`src/design/cpu_regs_defines.svh`:
```
// Constants for the CPU architectural register set.
// Assumes inclusion by bare name from design files only.
`ifndef CPU_REGS_DEFINES_SVH
`define CPU_REGS_DEFINES_SVH
`define SR_IRQ_PC 5'h00
`define SR_IRQ_PSW 5'h01
`define SR_NMI_PC 5'h02
`define SR_NMI_PSW 5'h03
`define SR_CAUSE 5'h04
`define SR_PSW 5'h05
`define PSW_RESET 8'h20
`define PSW_NMI_BIT 7
`define PSW_FAULT_BIT 6
`define PSW_IRQ_BLOCK_BIT 5
`define PSW_CLIP_BIT 4
`define PSW_CARRY_BIT 3
`define PSW_WRAP_BIT 2
`define PSW_NEG_BIT 1
`define PSW_ZERO_BIT 0
`define PC_VALID_MASK 32'h00FFFFFE
`define PC_RESET 32'h00000000
`define SAT_MAX_POS 32'h7FFFFFFF
`define SAT_MAX_NEG 32'h80000000
`define CAUSE_HALF 16
`endif

```
`src/design/cpu_regs_pkg.sv`:
```
// Types shared by the register set modules.
// Assumes the constants header is available in the include path.
package cpu_regs_pkg;
  typedef enum logic [1:0] {
    EVT_NONE,
    EVT_EXCEPTION,
    EVT_MASKABLE,
    EVT_NMI
  } event_t;
  typedef enum logic [1:0] {
    FLG_KEEP,
    FLG_ARITH,
    FLG_SAT
  } flag_mode_t;
endpackage : cpu_regs_pkg

```
`src/design/gpr_port_if.sv`:
```
// Read and write ports of the general-purpose register file.
// Assumes one write port and two read ports on the CPU clock.
`timescale 1ns/1ps
interface gpr_port_if;
  logic [4:0] raddrA;
  logic [4:0] raddrB;
  logic [31:0] rdataA;
  logic [31:0] rdataB;
  logic wrEn;
  logic [4:0] waddr;
  logic [31:0] wdata;
  modport owner (input raddrA, raddrB, wrEn, waddr, wdata, output rdataA, rdataB);
  modport user (output raddrA, raddrB, wrEn, waddr, wdata, input rdataA, rdataB);
endinterface : gpr_port_if

```
`src/design/cpu_register_set_psw.sv`:
```
// Architectural register state: general registers, program counter,
// system registers and the status word with flag update logic.
// Assumes the pipeline drives one request of each kind per cycle.
//
// Contract
// - Thirty-two GPRs, PC, system registers, 32-bit
// - PC bits 31..24 zero, carry dropped
// - PC bit 0 held zero
// - System registers numbered 0..5, 6..31 reserved
// - Exception or IRQ saves PC, status 0/1
// - NMI saves PC, status into 2/3
// - Cause: NMI code high, other low
// - Status word resets to 00000020h
// - Status bits 31..8 read zero
// - NMI sets bit 7, blocks nesting
// - Exception sets bit 6 and bit 5, IRQs blocked
// - Bit 5 blocks maskable interrupt acceptance
// - Clip flag sticky, cleared by status load
// - Plain arithmetic leaves clip flag alone
// - Bit 3 follows carry or borrow
// - Bit 2 follows overflow
// - Bit 1 follows negative result
// - Bit 0 follows zero result
// - Positive overflow clips to max, flags
// - Negative overflow clips to min, flags
// - In-range saturating result unmodified, overflow cleared
// - Overflow sets clip, clip from flags
// - Reset releases to port mode, ROM entry
`timescale 1ns/1ps
`include "cpu_regs_defines.svh"
module cpu_register_set_psw #(
  parameter logic [31:0] RESET_ENTRY = `PC_RESET
) (
  input wire logic clk_sys, // CPU clock, 200 MHz
  input wire logic resetn, // async reset, active low
  input wire logic [4:0] gprRaddrA, // GPR read address A
  input wire logic [4:0] gprRaddrB, // GPR read address B
  output logic [31:0] gprRdataA, // GPR read data A, registered
  output logic [31:0] gprRdataB, // GPR read data B, registered
  input wire logic gprWrEn, // GPR write strobe
  input wire logic [4:0] gprWaddr, // GPR write address
  input wire logic [31:0] gprWdata, // GPR write data
  input wire logic pcLoad, // load next PC
  input wire logic [31:0] pcNext, // next PC from branch/increment
  output logic [31:0] programCounter, // current PC, registered
  input wire logic sysWrEn, // load-system-register strobe
  input wire logic [4:0] sysWaddr, // system register number written
  input wire logic [31:0] sysWdata, // system register write data
  input wire logic [4:0] sysRaddr, // store-system-register number
  output logic [31:0] sysRdata, // system register read data
  input wire cpu_regs_pkg::event_t evtKind, // event taken this cycle
  input wire logic [15:0] evtCode, // cause code of the event
  input wire cpu_regs_pkg::flag_mode_t flagMode, // flag update kind
  input wire logic [31:0] aluResult, // raw ALU result
  input wire logic aluCarry, // carry or borrow out
  input wire logic aluOverflow, // signed overflow
  output logic [31:0] satResult, // result after saturation
  output logic [31:0] programStatusWord, // status word, registered
  output logic maskableIrqBlock, // maskable requests blocked
  output logic nestedBlock, // all nested acceptance blocked
  output logic portMode // bus pins in port mode
);
  logic [31:0] pc_r;
  logic [31:0] irqPc_r;
  logic [7:0] irqPsw_r;
  logic [31:0] nmiPc_r;
  logic [7:0] nmiPsw_r;
  logic [15:0] nmiCause_r;
  logic [15:0] excCause_r;
  logic [7:0] psw_r;
  logic [7:0] psw_nxt;
  logic [31:0] sysRdata_r;
  logic [31:0] satResult_r;
  logic [31:0] satValue;
  logic negFlag;
  logic clipHit;
  logic portMode_r;
  logic isMaskEvt;
  logic isNmiEvt;
  logic irqPcLoad;
  logic irqPswLoad;
  logic nmiPcLoad;
  logic nmiPswLoad;

  gpr_port_if gprBus ();

  assign gprBus.raddrA = gprRaddrA;
  assign gprBus.raddrB = gprRaddrB;
  assign gprBus.wrEn = gprWrEn;
  assign gprBus.waddr = gprWaddr;
  assign gprBus.wdata = gprWdata;
  assign gprRdataA = gprBus.rdataA;
  assign gprRdataB = gprBus.rdataB;

  gpr_file #(
    .DEPTH(32),
    .WIDTH(32)
  ) u_gpr (
    .clk_sys(clk_sys),
    .resetn(resetn),
    .port(gprBus.owner)
  );

  // Program counter: bits above 23 and bit 0 are forced to zero, so any
  // carry past bit 23 is simply dropped.
  always_ff @(posedge clk_sys or negedge resetn) begin
    if (!resetn) begin
      pc_r <= RESET_ENTRY & `PC_VALID_MASK;
    end else if (pcLoad) begin
      pc_r <= pcNext & `PC_VALID_MASK;
    end
  end

  // Pins come out of reset in port mode; the expansion register is elsewhere.
  always_ff @(posedge clk_sys or negedge resetn) begin
    if (!resetn) begin
      portMode_r <= 1'b1;
    end else begin
      portMode_r <= portMode_r;
    end
  end

  // The event kinds are exclusive, so at most one save set captures an event per cycle.
  assign isMaskEvt = (evtKind == cpu_regs_pkg::EVT_EXCEPTION) ||
                     (evtKind == cpu_regs_pkg::EVT_MASKABLE);
  assign isNmiEvt = (evtKind == cpu_regs_pkg::EVT_NMI);

  // Software loads of the save registers. An event in the same cycle wins,
  // because the slot gives its capture strobe priority over the load.
  assign irqPcLoad = sysWrEn && (sysWaddr == `SR_IRQ_PC);
  assign irqPswLoad = sysWrEn && (sysWaddr == `SR_IRQ_PSW);
  assign nmiPcLoad = sysWrEn && (sysWaddr == `SR_NMI_PC);
  assign nmiPswLoad = sysWrEn && (sysWaddr == `SR_NMI_PSW);

  // Exception and interrupt save set; only one exists, so a nested
  // handler overwrites it unless software has copied it away.
  save_slot #(
    .WIDTH(32)
  ) u_irqPc (
    .clk_sys(clk_sys),
    .resetn(resetn),
    .capture(isMaskEvt),
    .captureData(pc_r),
    .load(irqPcLoad),
    .loadData(sysWdata),
    .value(irqPc_r)
  );

  save_slot #(
    .WIDTH(8)
  ) u_irqPsw (
    .clk_sys(clk_sys),
    .resetn(resetn),
    .capture(isMaskEvt),
    .captureData(psw_r),
    .load(irqPswLoad),
    .loadData(sysWdata[7:0]),
    .value(irqPsw_r)
  );

  // The non-maskable save set is separate, so such an interrupt inside an
  // ordinary handler keeps the state that handler still has to return to.
  save_slot #(
    .WIDTH(32)
  ) u_nmiPc (
    .clk_sys(clk_sys),
    .resetn(resetn),
    .capture(isNmiEvt),
    .captureData(pc_r),
    .load(nmiPcLoad),
    .loadData(sysWdata),
    .value(nmiPc_r)
  );

  save_slot #(
    .WIDTH(8)
  ) u_nmiPsw (
    .clk_sys(clk_sys),
    .resetn(resetn),
    .capture(isNmiEvt),
    .captureData(psw_r),
    .load(nmiPswLoad),
    .loadData(sysWdata[7:0]),
    .value(nmiPsw_r)
  );

  // The cause register is read-only to software; events alone update it.
  // Each half keeps its code until an event of its own kind replaces it.
  save_slot #(
    .WIDTH(16)
  ) u_nmiCause (
    .clk_sys(clk_sys),
    .resetn(resetn),
    .capture(isNmiEvt),
    .captureData(evtCode),
    .load(1'b0),
    .loadData(16'h0000),
    .value(nmiCause_r)
  );

  save_slot #(
    .WIDTH(16)
  ) u_excCause (
    .clk_sys(clk_sys),
    .resetn(resetn),
    .capture(isMaskEvt),
    .captureData(evtCode),
    .load(1'b0),
    .loadData(16'h0000),
    .value(excCause_r)
  );

  // Saturation: the clipped value is chosen from overflow and sign.
  assign negFlag = aluOverflow ? ~aluResult[31] : aluResult[31];
  assign clipHit = aluOverflow;
  always_comb begin
    satValue = aluResult;
    if (clipHit && !negFlag) begin
      satValue = `SAT_MAX_POS;
    end else if (clipHit && negFlag) begin
      satValue = `SAT_MAX_NEG;
    end
  end

  // Status word next value. Event bits win over a software load in the
  // same cycle, so an event is never lost.
  always_comb begin
    psw_nxt = psw_r;
    if (sysWrEn && sysWaddr == `SR_PSW) begin
      psw_nxt = sysWdata[7:0];
    end
    unique case (flagMode)
      cpu_regs_pkg::FLG_KEEP: begin
      end
      cpu_regs_pkg::FLG_ARITH: begin
        psw_nxt[`PSW_CARRY_BIT] = aluCarry;
        psw_nxt[`PSW_WRAP_BIT] = aluOverflow;
        psw_nxt[`PSW_NEG_BIT] = aluResult[31];
        psw_nxt[`PSW_ZERO_BIT] = (aluResult == 32'h00000000);
        // Clip flag intentionally untouched here.
      end
      cpu_regs_pkg::FLG_SAT: begin
        psw_nxt[`PSW_CARRY_BIT] = aluCarry;
        psw_nxt[`PSW_WRAP_BIT] = clipHit;
        psw_nxt[`PSW_NEG_BIT] = negFlag;
        psw_nxt[`PSW_ZERO_BIT] = (satValue == 32'h00000000);
        if (clipHit) begin
          psw_nxt[`PSW_CLIP_BIT] = 1'b1;
        end
      end
      default: begin
      end
    endcase
    unique case (evtKind)
      cpu_regs_pkg::EVT_NONE: begin
      end
      cpu_regs_pkg::EVT_EXCEPTION: begin
        psw_nxt[`PSW_FAULT_BIT] = 1'b1;
        psw_nxt[`PSW_IRQ_BLOCK_BIT] = 1'b1;
      end
      cpu_regs_pkg::EVT_MASKABLE: begin
        psw_nxt[`PSW_IRQ_BLOCK_BIT] = 1'b1;
      end
      cpu_regs_pkg::EVT_NMI: begin
        psw_nxt[`PSW_NMI_BIT] = 1'b1;
        psw_nxt[`PSW_IRQ_BLOCK_BIT] = 1'b1;
      end
    endcase
  end

  always_ff @(posedge clk_sys or negedge resetn) begin
    if (!resetn) begin
      psw_r <= `PSW_RESET;
    end else begin
      psw_r <= psw_nxt;
    end
  end

  always_ff @(posedge clk_sys or negedge resetn) begin
    if (!resetn) begin
      satResult_r <= 32'h00000000;
    end else begin
      satResult_r <= (flagMode == cpu_regs_pkg::FLG_SAT) ? satValue : aluResult;
    end
  end

  // Store-system-register read path; reserved numbers read zero.
  always_ff @(posedge clk_sys or negedge resetn) begin
    if (!resetn) begin
      sysRdata_r <= 32'h00000000;
    end else begin
      unique case (sysRaddr)
        `SR_IRQ_PC: sysRdata_r <= irqPc_r;
        `SR_IRQ_PSW: sysRdata_r <= {24'h000000, irqPsw_r};
        `SR_NMI_PC: sysRdata_r <= nmiPc_r;
        `SR_NMI_PSW: sysRdata_r <= {24'h000000, nmiPsw_r};
        `SR_CAUSE: sysRdata_r <= {nmiCause_r, excCause_r};
        `SR_PSW: sysRdata_r <= {24'h000000, psw_r};
        default: sysRdata_r <= 32'h00000000;
      endcase
    end
  end

  assign programCounter = pc_r;
  assign sysRdata = sysRdata_r;
  assign satResult = satResult_r;
  assign programStatusWord = {24'h000000, psw_r};
  assign maskableIrqBlock = psw_r[`PSW_IRQ_BLOCK_BIT] | psw_r[`PSW_NMI_BIT];
  assign nestedBlock = psw_r[`PSW_NMI_BIT];
  assign portMode = portMode_r;
endmodule : cpu_register_set_psw

// Holds one saved word. An event capture beats a software load in the
// same cycle, so the hardware snapshot is never lost to a stray store.
// One slot serves every save register, whatever its width.
module save_slot #(
  parameter int WIDTH = 32
) (
  input wire logic clk_sys, // CPU clock
  input wire logic resetn, // async reset, active low
  input wire logic capture, // event snapshot strobe
  input wire logic [WIDTH-1:0] captureData, // value saved on an event
  input wire logic load, // software load strobe
  input wire logic [WIDTH-1:0] loadData, // value loaded by software
  output logic [WIDTH-1:0] value // held word, registered
);
  logic [WIDTH-1:0] value_r;

  // Saved words start at zero; software must not trust them before an event.
  always_ff @(posedge clk_sys or negedge resetn) begin
    if (!resetn) begin
      value_r <= '0;
    end else if (capture) begin
      value_r <= captureData;
    end else if (load) begin
      value_r <= loadData;
    end
  end

  assign value = value_r;
endmodule : save_slot

```
`src/design/gpr_file.sv`:
```
// Thirty-two word general-purpose register memory with registered reads.
// Assumes synchronous use on clk_sys with active-low async reset.
`timescale 1ns/1ps
module gpr_file #(
  parameter int DEPTH = 32,
  parameter int WIDTH = 32
) (
  input wire logic clk_sys, // CPU clock
  input wire logic resetn, // async reset, active low
  gpr_port_if.owner port // register file ports
);
  logic [WIDTH-1:0] mem [DEPTH];
  logic [WIDTH-1:0] rdataA_r;
  logic [WIDTH-1:0] rdataB_r;

  always_ff @(posedge clk_sys or negedge resetn) begin
    if (!resetn) begin
      for (int i = 0; i < DEPTH; i++) begin
        mem[i] <= '0;
      end
    end else if (port.wrEn && port.waddr != 5'h00) begin
      mem[port.waddr] <= port.wdata;
    end
  end

  // Register zero is forced on read so a stray write can never surface.
  always_ff @(posedge clk_sys or negedge resetn) begin
    if (!resetn) begin
      rdataA_r <= '0;
      rdataB_r <= '0;
    end else begin
      rdataA_r <= (port.raddrA == 5'h00) ? '0 : mem[port.raddrA];
      rdataB_r <= (port.raddrB == 5'h00) ? '0 : mem[port.raddrB];
    end
  end

  assign port.rdataA = rdataA_r;
  assign port.rdataB = rdataB_r;
endmodule : gpr_file

```
`config.mk`:
```
export PLATFORM = sky130hd
export DESIGN_NAME = cpu_register_set_psw
export DESIGN_NICKNAME = d
export VERILOG_FILES = /design/src/design/cpu_regs_pkg.sv /design/src/design/gpr_port_if.sv /design/src/design/cpu_register_set_psw.sv /design/src/design/gpr_file.sv
export VERILOG_INCLUDE_DIRS = /design/src /design/src/design
export SDC_FILE = /design/constraint.sdc
export NUM_CORES = 2
export LEC_CHECK = 0
export BUFFER_PORTS_ARGS = -buffer_cell sky130_fd_sc_hd__buf_2
export CORE_MARGIN = 4
export CORE_UTILIZATION = 42
export CTS_CLUSTER_DIAMETER = 200
export DETAILED_ROUTE_END_ITERATION = 7
export HOLD_SLACK_MARGIN = 0.03
export SLEW_MARGIN = 20
export SYNTH_ARGS = -nofsm -noshare
export SYNTH_HDL_FRONTEND = slang
export SYNTH_SLANG_ARGS = --single-unit
```
`constraint.sdc`:
```
create_clock -name clk_sys -period 3.88 [get_ports clk_sys]
set_clock_uncertainty 0.1 [all_clocks]
set_input_delay 0.582 -clock clk_sys [delete_from_list [all_inputs] [get_ports clk_sys]]
set_output_delay 0.582 -clock clk_sys [all_outputs]
set_load 0.005 [all_outputs]
```
==> results.toml <==
[logic_synthesis]
syn_avg_cell_area_sq_um = 14.6
netlist_area_sq_um = 64800
syn_inst = 4448
post-synth-top-area-cell = "dfrtp_1"
synth_top_family_by_area = "multiplexers"
synth_common_cells = "dfrtp_1, mux2_2, mux4_2"
synth.distinct_cells = 49
synth_edf_count = 0
synth_mux_area_frac = 0.378
synth_xor_area_frac = 0
synthAdderAreaFrac = 0.000965
yosysWarnings = 0
synth_compound_area_frac = 0.0583
ys_seq_area_frac = 0.500
synthArstFlopShare = 1.00
synth_top_area_frac = 0.500
synth_most_common_cell = "dfrtp_1"
synth_ff_type = "dfrtp_1"
yosys.area_share.simple = 0.0238
synth-seq-cells = 1295
synth.area.top_cells = "dfrtp_1, mux2_2, mux4_2, mux2i_1, clkbuf_1"

[critical_path]
critPathKind = "reg -> out"
r2r_slack_ns = 1.72
worstReg2RegEnd = "u_gpr.port.rdataB[30]"
cp-start-kind = "flop"
worstReg2RegStart = "u_gpr.mem[958]"
cp_max_fo = 7
reg2reg_depth = 4
required_ns = 3.20
crit_arrival_ns = 1.72
end_kind = "output pin"

[finish]
layoutNonFillerInstCount = 6916
seq_area_sq_um = 32400
nets = 4950
drive_above_1_share = 0.487
fin_area_sq_um = 75300
fill_cells = 12900
multi_input_area_sq_um = 30300
area.growth.synth_to_final_pct = 16.2

[hold_path]
min_to = "psw_r[3]"
hold_path_startpoint = "aluCarry"
hold_class = "in -> reg"
whs_path_depth = 3

[power_and_ir_drop]
total_power_w = 0.0385
vdd_drop_max_uv = 426
share_comb_of_total_power = 0.178
clkPwrFrac = 0.367
swShare = 0.267
p_leak_nw = 33.3
p_switching_w = 0.0103
p_int_w = 0.0282
pwr_density_cell_nw_per_um2 = 512
p_seq_frac = 0.455

[clock_tree]
cts_resized = 0
htree_levels = 4
root_buffer = "clkbuf_16"
cts_num_sinks = 1295
numCtsBuffers = 146
cts_tree = "done"
clk_path_buf_depth = 3
path_clk_slew_ns = 0.06
clk_latency_ns = 0.79

[detailed_routing]
num_vias = 42500
route.detailed.drc = 0
viasPerCell = 6.15
drt-initial-drc-count = 4088
drt-total-wl_mm = 207
drtPass1Iterations = 8
routedWlPerCell_microns = 29.9
ant_nets = 0

[sta]
period_minus_slack_ns = 2.41
rsz0062_at_grt = "false"
fin_tns_setup_ns = 0
setup_viol = 0
tightest_slew_ns = 1.08
fin_hold_ws_ns = 0.115
max_clock_freq_mhz = 416
hold_violations = 0
final_max_slew_viol_count = 0
fin_crit_sh = 0.620
maxSlewHeadroom = 0.283

[die]
die_x_microns = 401
ios = 375
die_h_microns = 401
rows = 143
core_sq_um = 153000
initial_utilization = 0.425
die_area_sq_um = 161000

[global_route]
grt_max_degree = 116
grt_pass1_vias = 44400
antenna_found_initial = 19
grt_use_total = 0.256
grt_pass1_wl_mm = 308
overflow = 0

[outcome]
run_status = "completed"

[place]
dpl_cell_area_sq_um = 69300
dpl.hpwl_mm = 126
routabilityCongestion = 0.829
placed_cells = 6541
io_buffers = 331

[run]
cap_violations = 0
[layout by cell type (no fill, tap or decap), types with 8 or more instances in the layout]
| master | n |
|---|---|
| a211oi_1 | 64 |
| a21oi_1 | 19 |
| diode_2 | 9 |
| a21o_1 | 31 |
| o21ai_0 | 121 |
| o21ai_1 | 55 |
| mux2_1 | 12 |
| nor2_4 | 18 |
| a22oi_1 | 88 |
| mux2_2 | 1099 |
| dfrtp_1 | 1294 |
| clkbuf_1 | 34 |
| bufinv_16 | 9 |
| nor2_1 | 9 |
| conb_1 | 34 |
| nand2_1 | 137 |
| buf_4 | 165 |
| mux2i_1 | 192 |
| nor2b_1 | 68 |
| buf_12 | 49 |
| mux4_2 | 448 |
| nand2_4 | 8 |
| inv_1 | 28 |
| a222oi_1 | 24 |
| dlygate4sd3_1 | 106 |
| clkbuf_8 | 30 |
| a221oi_1 | 49 |
| o2111ai_1 | 16 |
| nand3_1 | 10 |
| a311oi_1 | 64 |
| clkbuf_16 | 148 |
| clkinv_2 | 23 |
| buf_2 | 324 |
[sequential cells by signal, indices dropped and copies added (netlist names), 16 cells and up]
register,flops
u_nmiPc.value,32
u_gpr.port.rdataB,32
u_excCause.value,16
sysRdata,32
satResult,32
u_nmiCause.value,16
programCounter,23
u_irqPc.value,32
u_gpr.port.rdataA,32
u_gpr.mem,1024
[critical path, cell delays in order (launching register included)]
cell,delay [ns]
dfrtp_1,0.47
or2_2,0.33
buf_2,0.13
[power groups by stage]
stage | Combinational, W | Clock [W] | Sequential, W
finish | 0.00687 | 0.0141 | 0.0175
global route | 0.00743 | 0.0149 | 0.0178
CTS | 0.00690 | 0.0144 | 0.0175
detailed placement | 0.00679 | 0 | 0.0177
global placement | 0.00665 | 0 | 0.0176
floorplan | 0.00499 | 0 | 0.0171
[per-stage QoR]
stage           util  worst slack, ns
2_1_floorplan      -             1.72
3_3_place_gp   0.454            0.793
3_5_place_dp   0.454            0.791
4_1_cts        0.493             1.44
5_1_grt        0.493             1.41
6_report       0.493             1.47
[worst max path at each step]
| stage | from | end | slack (ns) | cells after the start |
|---|---|---|---|---|
| floorplan | gprRaddrA[0] | u_gpr.port.rdataA[10] | 1.72 | 6 |
| global placement | gprRaddrA[0] | u_gpr.port.rdataA[24] | 0.79 | 6 |
| detailed placement | gprRaddrB[0] | u_gpr.port.rdataB[18] | 0.79 | 5 |
| CTS | psw_r[7] | maskableIrqBlock | 1.44 | 2 |
| global route | psw_r[7] | maskableIrqBlock | 1.41 | 2 |
| finish | psw_r[7] | maskableIrqBlock | 1.47 | 2 |
[area by class of cell]
type | count | share of cell area
Antenna cell | 9 | 0.000299
Clock buffer | 212 | 0.0564
Sequential cell | 1295 | 0.431
Clock inverter | 48 | 0.00858
Tap cell | 2030 | 0.0337
Inverter | 30 | 0.00156
Multi-Input combinational cell | 2642 | 0.403
Timing Repair Buffer | 650 | 0.0662
[metal layers]
layer	track usage	wire length (microns)
met1	0.347	86400
met4	0.0902	7520
met5	0	47
met2	0.409	98000
met3	0.0535	15200
[logic make-up after synthesis]
family | after synthesis
other | 2
multiplexers | 1751
AND/OR/NAND/NOR | 315
adder cells (fa/ha/maj) | 5
flip-flops | 1295
buffers and inverters | 543
AO/OA/AOI/OAI | 537
[timing repair]
item	4_1_cts	5_1_grt
hold buffers	106	0
setup buffers	0	0
hold endpoints to repair	249	0
No activity file was read; power rests on OpenSTA's default activity.
